`src/inc/sosc_pkg.sv`:
```
// sosc_pkg: constants and carrier types for the operational-state register bank
// assumes an 8-bit register port with a 4-bit-ignored address nibble in front
package sosc_pkg;

   // register offsets (low nibble of the address only)
   localparam logic [3:0] OFF_OP_STATE  = 4'h0;
   localparam logic [3:0] OFF_BANK_GEN  = 4'h2;

   // operational-state register field positions
   localparam int         POS_START     = 7;
   localparam int         POS_PWRDN     = 6;
   localparam int         POS_SOFTRST   = 3;
   localparam int         POS_STATE_HI  = 2;

   // state field codes
   localparam logic [2:0] STATE_CONFIG  = 3'h2;
   localparam logic [2:0] STATE_MEASURE = 3'h3;

   // reset values
   localparam logic       RST_START     = 1'b0;
   localparam logic       RST_PWRDN     = 1'b1;
   localparam logic [1:0] RST_RESERVED  = 2'h0;

   // identity nibbles: arbitrary neutral values
   localparam logic [3:0] DEF_DEVICE_ID = 4'h5;
   localparam logic [3:0] DEF_BANK_REV  = 4'h3;

   // timing: default conversion length in ns, and in 4 ns cycles
   localparam int         CLK_PERIOD_NS = 4;
   localparam int         CONV_TIME_NS  = 1000;
   localparam int         CONV_CYCLES   = CONV_TIME_NS / CLK_PERIOD_NS;

   typedef enum logic {SOSC_CONFIG, SOSC_MEASURE} sosc_state_t;

   // register access from the serial front end
   typedef struct packed {
      logic       wrStrobe;
      logic       rdStrobe;
      logic [7:0] addr;
      logic [7:0] wrData;
   } sosc_req_t;

   // status shown to the rest of the chip
   typedef struct packed {
      logic       measureState;
      logic       converting;
      logic       powerDown;
      logic       controlBankOpen;
      logic       resultBankOpen;
      logic       clearResults;
   } sosc_stat_t;

endpackage : sosc_pkg

```
`src/hdl/sosc_op_state.sv`:
```
// sosc_op_state: operational-state register and bank generation register
// assumes a serial front end that presents whole byte accesses as strobes
`timescale 1ns/10ps

// Behaviour
// - start bit starts measurement only when measuring
// - power-down bit, one after reset
// - reserved bits read zero, host writes zero
// - soft reset bit always reads zero
// - 010 configure, 011 measure, others keep
// - state field reads 010 or 011
// - configuration opens control bank, no measurement
// - results only in measurement, control bank closed
// - back to configuration stops, clears, keeps
// - no-change pattern still applies power-down bit, start bit only when measuring
// - soft reset stops, configures, resets registers
// - start bit clears on reset and configuration
// - state field 010 after reset or return
// - power down only between conversions when measuring
// - start with power-down overrides power down
// - state and start in one write
// - generation register read-only, id and revision in configuration, reads zero when measuring
// - done low at conversion start, high end
// - upper four address bits ignored
module sosc_op_state #(
   parameter logic [3:0] DEVICE_ID   = sosc_pkg::DEF_DEVICE_ID,
   parameter logic [3:0] BANK_REV    = sosc_pkg::DEF_BANK_REV,
   parameter int         CONV_CYCLES = sosc_pkg::CONV_CYCLES
) (
   input  wire logic                 sys_clk,
   input  wire logic                 rst,
   input  wire sosc_pkg::sosc_req_t  req,
   output logic [7:0]                rdData,
   output logic                      rdHit,
   output sosc_pkg::sosc_stat_t      stat,
   output logic                      convDone
);
   import sosc_pkg::*;

   typedef struct packed {
      sosc_state_t state;
      logic        startBit;
      logic        pwrDn;
      logic        softRstPulse;
      logic        clearPulse;
      logic [7:0]  rdData;
      logic        rdHit;
   } sosc_bank_t;

   sosc_bank_t st_reg;
   sosc_bank_t st_next;

   logic       convBusy;
   logic       convStart;
   logic       wrOp;
   logic       rdOp;
   logic [2:0] wrState;

   // decode an address nibble against an offset; high nibble never looked at
   function automatic logic hitOffset(input logic [7:0] a, input logic [3:0] off);
      return a[3:0] == off;
   endfunction : hitOffset

   // state field image shown on reads
   function automatic logic [2:0] stateCode(input sosc_state_t s);
      return (s == SOSC_MEASURE) ? STATE_MEASURE : STATE_CONFIG;
   endfunction : stateCode

   assign wrOp    = req.wrStrobe && hitOffset(req.addr, OFF_OP_STATE);
   assign rdOp    = req.rdStrobe;
   assign wrState = req.wrData[POS_STATE_HI -: 3];

   // next-state logic of the register bank
   always_comb begin
      st_next              = st_reg;
      st_next.softRstPulse = 1'b0;
      st_next.clearPulse   = 1'b0;
      st_next.rdHit        = 1'b0;
      if (wrOp && req.wrData[POS_SOFTRST]) begin
         // soft reset: everything back to reset values, bit not stored
         st_next.state        = SOSC_CONFIG;
         st_next.startBit     = RST_START;
         st_next.pwrDn        = RST_PWRDN;
         st_next.softRstPulse = 1'b1;
         st_next.clearPulse   = st_reg.state == SOSC_MEASURE;
      end else if (wrOp) begin
         // power-down bit takes effect whatever the state code says; start bit is cleared by 010, or by a no-change code while in configuration
         st_next.pwrDn    = req.wrData[POS_PWRDN];
         st_next.startBit = req.wrData[POS_START];
         unique case (wrState)
            STATE_CONFIG: begin
               st_next.state    = SOSC_CONFIG;
               st_next.startBit = 1'b0;
               if (st_reg.state == SOSC_MEASURE) begin
                  st_next.clearPulse = 1'b1;
               end
            end
            STATE_MEASURE: begin
               st_next.state = SOSC_MEASURE;
            end
            default: begin
               // no-change patterns keep state
               if (st_reg.state == SOSC_CONFIG) begin
                  st_next.startBit = 1'b0;
               end
            end
         endcase
      end
      // read path: state code always 010/011, bit 3 and bits 5:4 read zero
      if (rdOp) begin
         st_next.rdHit  = 1'b1;
         st_next.rdData = 8'h00;
         if (hitOffset(req.addr, OFF_OP_STATE)) begin
            st_next.rdData[POS_START]          = st_reg.startBit;
            st_next.rdData[POS_PWRDN]          = st_reg.pwrDn;
            st_next.rdData[5:4]                = RST_RESERVED;
            st_next.rdData[POS_SOFTRST]        = 1'b0;
            st_next.rdData[POS_STATE_HI -: 3]  = stateCode(st_reg.state);
         end else if (hitOffset(req.addr, OFF_BANK_GEN) && st_reg.state == SOSC_CONFIG) begin
            st_next.rdData = {DEVICE_ID, BANK_REV};
         end
      end
   end

   always_ff @(posedge sys_clk) begin
      if (rst) begin
         st_reg <= '{state: SOSC_CONFIG, startBit: RST_START, pwrDn: RST_PWRDN,
                     softRstPulse: 1'b0, clearPulse: 1'b0, rdData: 8'h00, rdHit: 1'b0};
      end else begin
         st_reg <= st_next;
      end
   end

   // start pulse issued from the stored bit, only in measurement state
   assign convStart = st_reg.startBit && st_reg.state == SOSC_MEASURE && !convBusy;

   sosc_conv_timer #(
      .CYCLES   (CONV_CYCLES)
   ) u_timer (
      .sys_clk  (sys_clk),
      .rst      (rst),
      .start    (convStart && !st_reg.softRstPulse),
      .abort    (st_reg.softRstPulse || st_reg.clearPulse ||
                 st_reg.state == SOSC_CONFIG),
      .busy     (convBusy),
      .convDone (convDone)
   );

   // status: control bank open only in configuration, results only in measurement
   always_comb begin
      stat.measureState    = st_reg.state == SOSC_MEASURE;
      stat.converting      = convBusy;
      stat.controlBankOpen = st_reg.state == SOSC_CONFIG;
      stat.resultBankOpen  = st_reg.state == SOSC_MEASURE;
      stat.clearResults    = st_reg.clearPulse || st_reg.softRstPulse;
      // while measuring, power down waits for a break; a pending start overrides it
      if (st_reg.state == SOSC_MEASURE) begin
         stat.powerDown = st_reg.pwrDn && !convBusy && !convStart;
      end else begin
         stat.powerDown = st_reg.pwrDn;
      end
   end

   assign rdData = st_reg.rdData;
   assign rdHit  = st_reg.rdHit;

endmodule : sosc_op_state

```
`src/hdl/sosc_conv_timer.sv`:
```
// sosc_conv_timer: conversion sequencer, runs one conversion of fixed length
// assumes start/abort are levels from the register bank; abort stays high throughout configuration
`timescale 1ns/10ps
module sosc_conv_timer #(
   parameter int CYCLES = sosc_pkg::CONV_CYCLES
) (
   input  wire logic sys_clk,
   input  wire logic rst,
   input  wire logic start,
   input  wire logic abort,
   output logic      busy,
   output logic      convDone
);
   import sosc_pkg::*;

   typedef struct packed {
      logic        busy;
      logic        done;
      logic [31:0] count;
   } sosc_tmr_t;

   sosc_tmr_t st_reg;
   sosc_tmr_t st_next;

   // abort beats start so a state change always halts the converter
   always_comb begin
      st_next = st_reg;
      if (abort) begin
         // a cut conversion leaves done high, so done never sticks low without busy
         st_next.busy  = 1'b0;
         st_next.done  = 1'b1;
         st_next.count = 32'h0000_0000;
      end else if (start && !st_reg.busy) begin
         st_next.busy  = 1'b1;
         st_next.done  = 1'b0;
         st_next.count = 32'h0000_0000;
      end else if (st_reg.busy) begin
         if (st_reg.count >= 32'(CYCLES - 1)) begin
            st_next.busy = 1'b0;
            st_next.done = 1'b1;
         end else begin
            st_next.count = st_reg.count + 32'h0000_0001;
         end
      end
   end

   always_ff @(posedge sys_clk) begin
      if (rst) begin
         st_reg <= '{busy: 1'b0, done: 1'b1, count: 32'h0000_0000};
      end else begin
         st_reg <= st_next;
      end
   end

   assign busy     = st_reg.busy;
   assign convDone = st_reg.done;

endmodule : sosc_conv_timer

```
`config.mk`:
```
export PLATFORM = sky130hd
export DESIGN_NAME = sosc_op_state
export DESIGN_NICKNAME = d
export VERILOG_FILES = /design/src/inc/sosc_pkg.sv /design/src/hdl/sosc_op_state.sv /design/src/hdl/sosc_conv_timer.sv
export SDC_FILE = /design/constraint.sdc
export NUM_CORES = 1
export LEC_CHECK = 0
export BUFFER_PORTS_ARGS = -buffer_cell sky130_fd_sc_hd__buf_2
export CAP_MARGIN = 20
export CORE_ASPECT_RATIO = 1.75
export CORE_MARGIN = 2
export CORE_UTILIZATION = 53
export CTS_CLUSTER_DIAMETER = 30
export DETAILED_ROUTE_END_ITERATION = 6
export HOLD_SLACK_MARGIN = 0.15
export PLACE_DENSITY = 0.77
export REMOVE_ABC_BUFFERS = 1
export SETUP_SLACK_MARGIN = 0.1
export SYNTH_ARGS = -nofsm -noshare
export SYNTH_HDL_FRONTEND = slang
export SYNTH_SLANG_ARGS = --single-unit
```
`constraint.sdc`:
```
create_clock -name sys_clk -period 2.4 [get_ports sys_clk]
set_input_delay 0.48 -clock sys_clk [delete_from_list [all_inputs] [get_ports sys_clk]]
set_output_delay 0.48 -clock sys_clk [all_outputs]
set_load 0.02 [all_outputs]
```
==> summary by stage, run 1 <==
Setup path
The end of the worst register-to-register path is u_timer.st_reg[6]$_SDFFE_PP0P_. The slowest cell on the critical path is or3_1. The number of cells on the critical path is 5.

The minimum setup slack among reg-to-reg paths is 380 ps. The signal arrival time at the worst endpoint is 2250 ps. For this run, the slowest stage of the critical path takes 550 ps.

The worst-path maximum fanout is 11. Traced cell by cell, the critical path runs through nor4_2, nand4_1, or3_1, or4_1, a21oi_1. The depth of the worst register-to-register path is 5.

The number of buffers and inverters on the critical path is 0. In this run the worst setup path begins at u_timer.st_reg[27]$_SDFFE_PP0P_. The source of the worst register-to-register timing path is u_timer.st_reg[27]$_SDFFE_PP0P_. The required time at the endpoint of the critical path is 2630 ps. The worst setup path is launched from a flip-flop. The critical path is of the flip-flop to flip-flop type. The worst setup path is captured at a flip-flop. The kind of cell with the highest combined delay on the critical path is simple AND/OR/NAND/NOR gates. The termination of the worst setup path is u_timer.st_reg[6]$_SDFFE_PP0P_.

STA
The maximum achievable frequency is 496 MHz. Setup repair after global routing left no endpoint under its margin. The smallest setup slack after layout is 383 ps. The post-route clock skew is 5.83 ps. In the final timing run, aggregate negative setup slack is 0 ps. Setup violations remaining at the end of the flow were counted as 0. The number of failing hold endpoints at the final stage is 0.

The max-slew violation count is 0. The time the worst path needs with I/O delays and setup is 2020 ps. In the finished design, the share of the clock period the worst path needs comes to 84.0%.

Cells and area
0 antenna diodes ended up in the layout. The area of combinational cells with multiple inputs is 747 sq um. The flip-flop count of the largest register after layout is 32. Cells with a size suffix above 1 make up 23.2% of the layout. The sequential cells in the finished layout cover a total of 901 sq um. From synthesis to final layout, the design area changed by 10.4%. Measured on the finished design, the core utilization comes to 61.6%.

The number of filler instances in the final layout is 294. After the flow finishes, the layout carries non-filler instances totaling 246. The library cells used most frequently in the layout, excluding fill and tap cells, are dfxtp_1, buf_2, and2_1. After the last flow step, the layout net total stands at 225. The commonest non-fill, non-tap cell in the layout is dfxtp_1.

Clock tree
The clock drives 45 sinks. The number of buffers created by CTS is 5. The cell sitting at the root of the clock tree is a clkbuf_8. The post-cts hold buffer count is 0.

After clock tree synthesis, the setup repair step added 0 buffers. The H-tree was split into 2 levels. TritonCTS built the clock tree. The clock passes through at most 2 buffers. Once the clock tree was built, the resizer swapped 0 gates to a different size.

At the later pin of the worst-skew pair, clock insertion delay measures 300 ps. The clock slew seen by the registers of the worst setup and hold paths is 80 ps.

Routing
The DRC violation total after the first TritonRoute iteration is 28. The wire length on met3 is 145 microns. The remaining routing DRC violations is 0. The detail-routed via count per cell is 5.22. For this block, the routed nets add up to 3060 microns of wire.

The count of vias placed by the detailed router is 1284. For this run, the detailed router's first-pass iteration total came to 6. After detailed routing, the wire length on met1 is 1190 microns. The number of nets with antenna violations after detailed routing is 0. The topmost layer with routed signal wires is met4. After detailed routing, the average wire length per cell comes to 12.4 microns. After detailed routing, the met2 layer carries 1660 microns of wire.

Run
The max-capacitance violation count is 0.

Floorplan
In this run the count of I/O pins placed on the die edge is 36. The starting density of the core is 55.8%. The die outline width is 47.7 microns.

From bottom edge to top edge, the die measures 80.5 microns. The total core area is 3180 sq um. The number of core rows is 27. The floorplan step defined a die boundary enclosing 3840 sq um.

Pwr
The internal power is 0.000971 W. The combinational group share of total power is 3.2%. The largest vdd supply drop is 0.000597 V. The leakage power is 0.782 nW. The clock power share is 37.0%. The switching portion of total power is 22.5%. The net switching component of the power is 0.000281 W. The sequential share of power is 59.8%. Dividing total power by cell area gives a power density of 640 nW/um^2.

Run status
The flow ran to the end, and the final reports show no timing, DRC or antenna violations.

Placement
The routability-driven placement congestion ratio is 0.712. Including well taps, the total number of placed cells is 238. The HPWL after detailed placement is 2290 microns.

Port buffering added 26 buffers. OpenSTA, run right after detailed placement, puts the worst setup slack at 362 ps.

Hold path
The tightest min-delay check is of the primary input to flip-flop type.

GRT
The overall overflow remaining after global route is 0. The number of global-route vias before repair is 1281. The number of antenna violations at the first check in global routing came to 0. The pin count of the biggest net entering global routing is 29. In the global route stage, overall resource usage came out at 19.2%. The first global-routing pass estimated 5310 microns of wire.

Yosys
In this run the cell area of the synthesized design comes to 1770 sq um. In this run, synthesis inferred 0 flip-flops with an integrated enable. The number of standard cells after synthesis is 182. In this run, synthesis produced a sequential element count of 45. The largest area contributor in the synthesized netlist is dfxtp_1. By area the synthesized netlist is led by dfxtp_1, and2_1, buf_4. The sequential cell area fraction in the yosys report is 50.8%. The top cell type by area accounts for 50.8% of the synthesized area. The dominant register cell in the synthesized netlist is dfxtp_1. The share of synthesized registers carrying an async set or reset is 0%. In this run the mean area of a mapped cell was 9.73 sq um. The count of unique library cells instantiated by Yosys is 37. The number of warnings printed during yosys synthesis is 0.
==> layout make-up <==
type,count,share of cell area (%)
inverter,5,0.960
timing repair buffer,28,7.42
tap,43,2.75
sequential,45,46.1
clock inverter,3,1.09
clock buffer,5,3.52
multi-input combinational,117,38.2
==> cell usage after synthesis, types with 2 or more instances <==
library cell and instances:
a21oi_1 15, nor2b_1 3, or2_2 2, mux2i_1 4, or4_1 2, clkbuf_1 5
nor3_1 3, nor4_2 4, o21ai_0 5, o31ai_1 2, inv_1 4, nand2_1 9
nor2_1 5, buf_4 11, ha_1 3, nand3_1 2, and2_1 24, dfxtp_1 45
nand4_1 6, nand2b_1 4, nor4_1 4, or3_1 5
==> stage by stage <==
stage	hold WS [ps]	instance area [sq um]	total power [W]
2_1_floorplan	430	1670	0.000785
3_3_place_gp	442	1870	0.000806
3_5_place_dp	449	1870	0.000807
4_1_cts	438	1960	0.00127
5_1_grt	469	1960	0.00129
6_report	447	1960	0.00125
==> logic make-up (layout without fill, tap and decap cells) <==
group	Yosys count	in the layout	share of synthesized area (%)
other	1	3	0.212
muxes	4	4	2.26
and+or+nand+nor	79	79	27.8
buffers and inverters	22	41	7.41
DFF	45	45	50.8
adders and majority gates	3	3	2.12
AOI/OAI and AO/OA	27	27	8.83
xor gates and xnor gates	1	1	0.494
==> tightest hold or removal path: stages <==
cell and delay, ps:
buf_2 80, nor3_1 40, o21bai_1 110
==> power groups by stage <==
stage	combinational, W	clock [W]	sequential [W]
final	0.0000400	0.000463	0.000749
after global routing	0.0000445	0.000500	0.000750
after CTS	0.0000401	0.000478	0.000749
after detailed placement	0.0000401	0	0.000767
after global placement	0.0000388	0	0.000767
after floorplan	0.0000155	0	0.000770
==> worst min path at each step <==
stage | start | end | cells past startpoint
CTS | req[6] | st_reg[11]$_SDFFE_PP1P_ | 3
floorplan | u_timer.st_reg[13]$_SDFFE_PP0P_ | u_timer.st_reg[13]$_SDFFE_PP0P_ | 1
detailed placement | u_timer.st_reg[17]$_SDFFE_PP0P_ | u_timer.st_reg[17]$_SDFFE_PP0P_ | 1
global route | req[6] | st_reg[11]$_SDFFE_PP1P_ | 3
finish | req[6] | st_reg[11]$_SDFFE_PP1P_ | 3
global placement | u_timer.st_reg[13]$_SDFFE_PP0P_ | u_timer.st_reg[13]$_SDFFE_PP0P_ | 1
==> routing by layer <==
layer	vias up	track usage [%]
li1	651	-
met1	591	20.2
met2	36	33.5
met3	6	5.39
met4	0	8.11
met5	-	0
Power figures use the tool's default switching activity.
==> run 2: changes to the inputs <==
==> constraint.sdc (replaced) <==
create_clock -name sys_clk -period 2.1 [get_ports sys_clk]
set_input_delay 0.42 -clock sys_clk [delete_from_list [all_inputs] [get_ports sys_clk]]
set_output_delay 0.42 -clock sys_clk [all_outputs]
set_load 0.02 [all_outputs]
==> summary by stage, run 2 (synthesis results as in run 1) <==
Run status
The flow ran to the end, and the final reports show no timing, DRC or antenna violations.

Clock tree
Counting the buffers created by CTS gives 5. The clock reaches the later pin of the worst-skew pair after 290 ps. The post-cts hold buffer count is 0. TritonCTS built the clock tree.

The maximum root-to-sink buffer count is 2. Clock-pin slew was measured on the worst setup and hold paths at 80 ps. The clock drives 45 sinks. The tree is rooted in a clkbuf_8. The H-tree generated during clock tree synthesis spans 2 levels.

Hold path
The type of the tightest min-delay check is primary input to flip-flop. Along the worst hold path, the cell count comes to 3.

Placement
The detailed placement HPWL is 2230 microns. The cell area after placement is 1870 sq um. The port buffer count is 26. The routability-driven placement congestion ratio is 0.691.

Cells and area
The flip-flop count of the largest register after layout is 32. Cells fill 63.6% of the core in the end. From synthesis to final layout, the design area changed by 13.9%. The finished cells cover 2020 sq um. The library cell used most frequently in the layout, excluding fill and tap cells, is dfxtp_1.

The number of nets in the final layout is 229. The count of antenna diodes in the layout is 0. The fraction of final layout cells sized beyond drive strength 1 is 25.1%. The library cells used most frequently in the layout, excluding fill and tap cells, are dfxtp_1, buf_2, and2_1.

STA
Timing would allow up to 531 MHz. The worst hold margin is 382 ps. Between clock sinks in the finished design, the worst skew comes to 3.15 ps. Setup repair after global routing could not meet its margin everywhere. The max-slew violation count came to 0. The time the worst path needs with I/O delays and setup is 1880 ps. Dividing the final minimum period by the clock period gives 89.6%. Setup violations remaining at the end of the flow were counted as 0.

The number of failing hold endpoints at the final stage is 0.

Pwr
The leakage power is 0.815 nW. The power density normalized to cell area is 760 nW/um^2. Overall power consumption after layout is estimated at 0.00153 W. Across the VDD grid, the largest voltage drop is 0.000548 V.

Setup path
The critical path crosses 5 cells after its start point. In this run the worst setup path terminates at u_timer.st_reg[6]$_SDFFE_PP0P_. Data on the critical path arrives at its endpoint at 2110 ps. The signal on the critical path passes through nor4_2, nand4_1, or3_4, or4_1, a21oi_1. The worst setup path is captured at a flip-flop. The startpoint type of the worst setup path is a flip-flop. In this run the critical register-to-register path is launched from u_timer.st_reg[21]$_SDFFE_PP0P_.

The number of buffers and inverters on the critical path is 0. The minimum setup slack among reg-to-reg paths is 220 ps. The slowest cell on the critical path is or3_4.

The kind of cell with the highest combined delay along the critical path is simple AND/OR/NAND/NOR gates. The worst register-to-register path has a depth of 5. The end of the worst register-to-register path is u_timer.st_reg[6]$_SDFFE_PP0P_. Along the worst path, the maximum fanout reaches 11.

The largest stage delay on the critical path is 440 ps. The critical path in this run is classified as flip-flop to flip-flop. The required time at the endpoint of the critical path is 2330 ps.

The critical path launch point is u_timer.st_reg[21]$_SDFFE_PP0P_.

GRT
The number of antenna violations at the first check in global routing is 0. The number of global-route vias before repair was 1249. In the global route stage, overall resource usage came out at 19.4%. After global routing the overflow that remains totals 0. The first global-routing pass estimated 5320 microns of wire. The pin count of the biggest net entering global routing is 29.

Floorplan
The top-level I/O count is 36. The total core area is 3180 sq um. The starting density of the core is 55.8%.

The die extent in y is 80.5 microns. The die is 47.7 microns wide. The die covers 3840 sq um. The initialized floorplan defines 27 standard-cell rows.

Routing
In the final routed layout, each cell accounts on average for 11.8 microns. The pre-antenna-repair detailed-routing pass consisted of 4 iterations. Using the TritonRoute via totals, the vias-per-cell ratio works out to 5.20. The detailed router finished its first iteration with 18 violations.

The routed wire length is 2940 microns. The number of nets with antenna violations after detailed routing is 0. The remaining routing DRC violations is 0. The count of vias placed by the detailed router is 1300.

Run
Across the run, the number of max-cap violations was 0.
==> run 2: tightest hold or removal path, cell delays in order <==
cell      delay (ps)
buf_2             80
nor3_1            40
o21bai_1         110
==> run 2: stage by stage <==
stage | setup slack, ps | std cells | TNS (ps)
final | 218 | 250 | 0
after global routing | 89.9 | 250 | 0
after CTS | 152 | 247 | 0
after detailed placement | 101 | 239 | 0
after global placement | 157 | 239 | 0
after floorplan | -106 | 167 | -1830
==> run 2: repair_timing <==
item,4_1_cts,5_1_grt
buffers inserted,0,3
pin swaps,0,2
gates cloned,0,0
endpoints found under the setup margin,2,3
gates resized for setup,1,1
==> run 2: how the worst min path moves through the flow <==
| stage | startpoint | to | slack (ps) |
|---|---|---|---|
| after floorplan | u_timer.st_reg[13]$_SDFFE_PP0P_ | u_timer.st_reg[13]$_SDFFE_PP0P_ | 430 |
| after global placement | u_timer.st_reg[13]$_SDFFE_PP0P_ | u_timer.st_reg[13]$_SDFFE_PP0P_ | 440 |
| after detailed placement | u_timer.st_reg[15]$_SDFFE_PP0P_ | u_timer.st_reg[15]$_SDFFE_PP0P_ | 450 |
| after CTS | req[6] | st_reg[11]$_SDFFE_PP1P_ | 370 |
| after global routing | req[6] | st_reg[11]$_SDFFE_PP1P_ | 400 |
| final | req[6] | st_reg[11]$_SDFFE_PP1P_ | 380 |
==> run 2: layer usage <==
| metal | up-vias | share of wire (%) | track usage [%] |
|---|---|---|---|
| met1 | 593 | 40 | 20.8 |
| met5 | - | 0 | 0 |
| met4 | 0 | 2.3 | 8.92 |
| met3 | 7 | 4.7 | 5.39 |
| li1 | 664 | - | - |
| met2 | 36 | 53 | 32.9 |
==> run 2: layout make-up <==
class | count | area, sq um
clock inverter | 2 | 38.8
inverter | 5 | 18.8
fill | 277 | 1160
tap | 43 | 53.8
sequential | 45 | 901
timing repair buffer | 32 | 175
multi-input combinational | 117 | 758
clock buffer | 6 | 72.6
==> run 2: power by group <==
group / switching (W) / leakage (nW) / internal (W)
Sequential: 0.00000114 / 0.363 / 0.000855
Clock: 0.000275 / 0.0554 / 0.000357
Combinational: 0.0000270 / 0.396 / 0.0000188
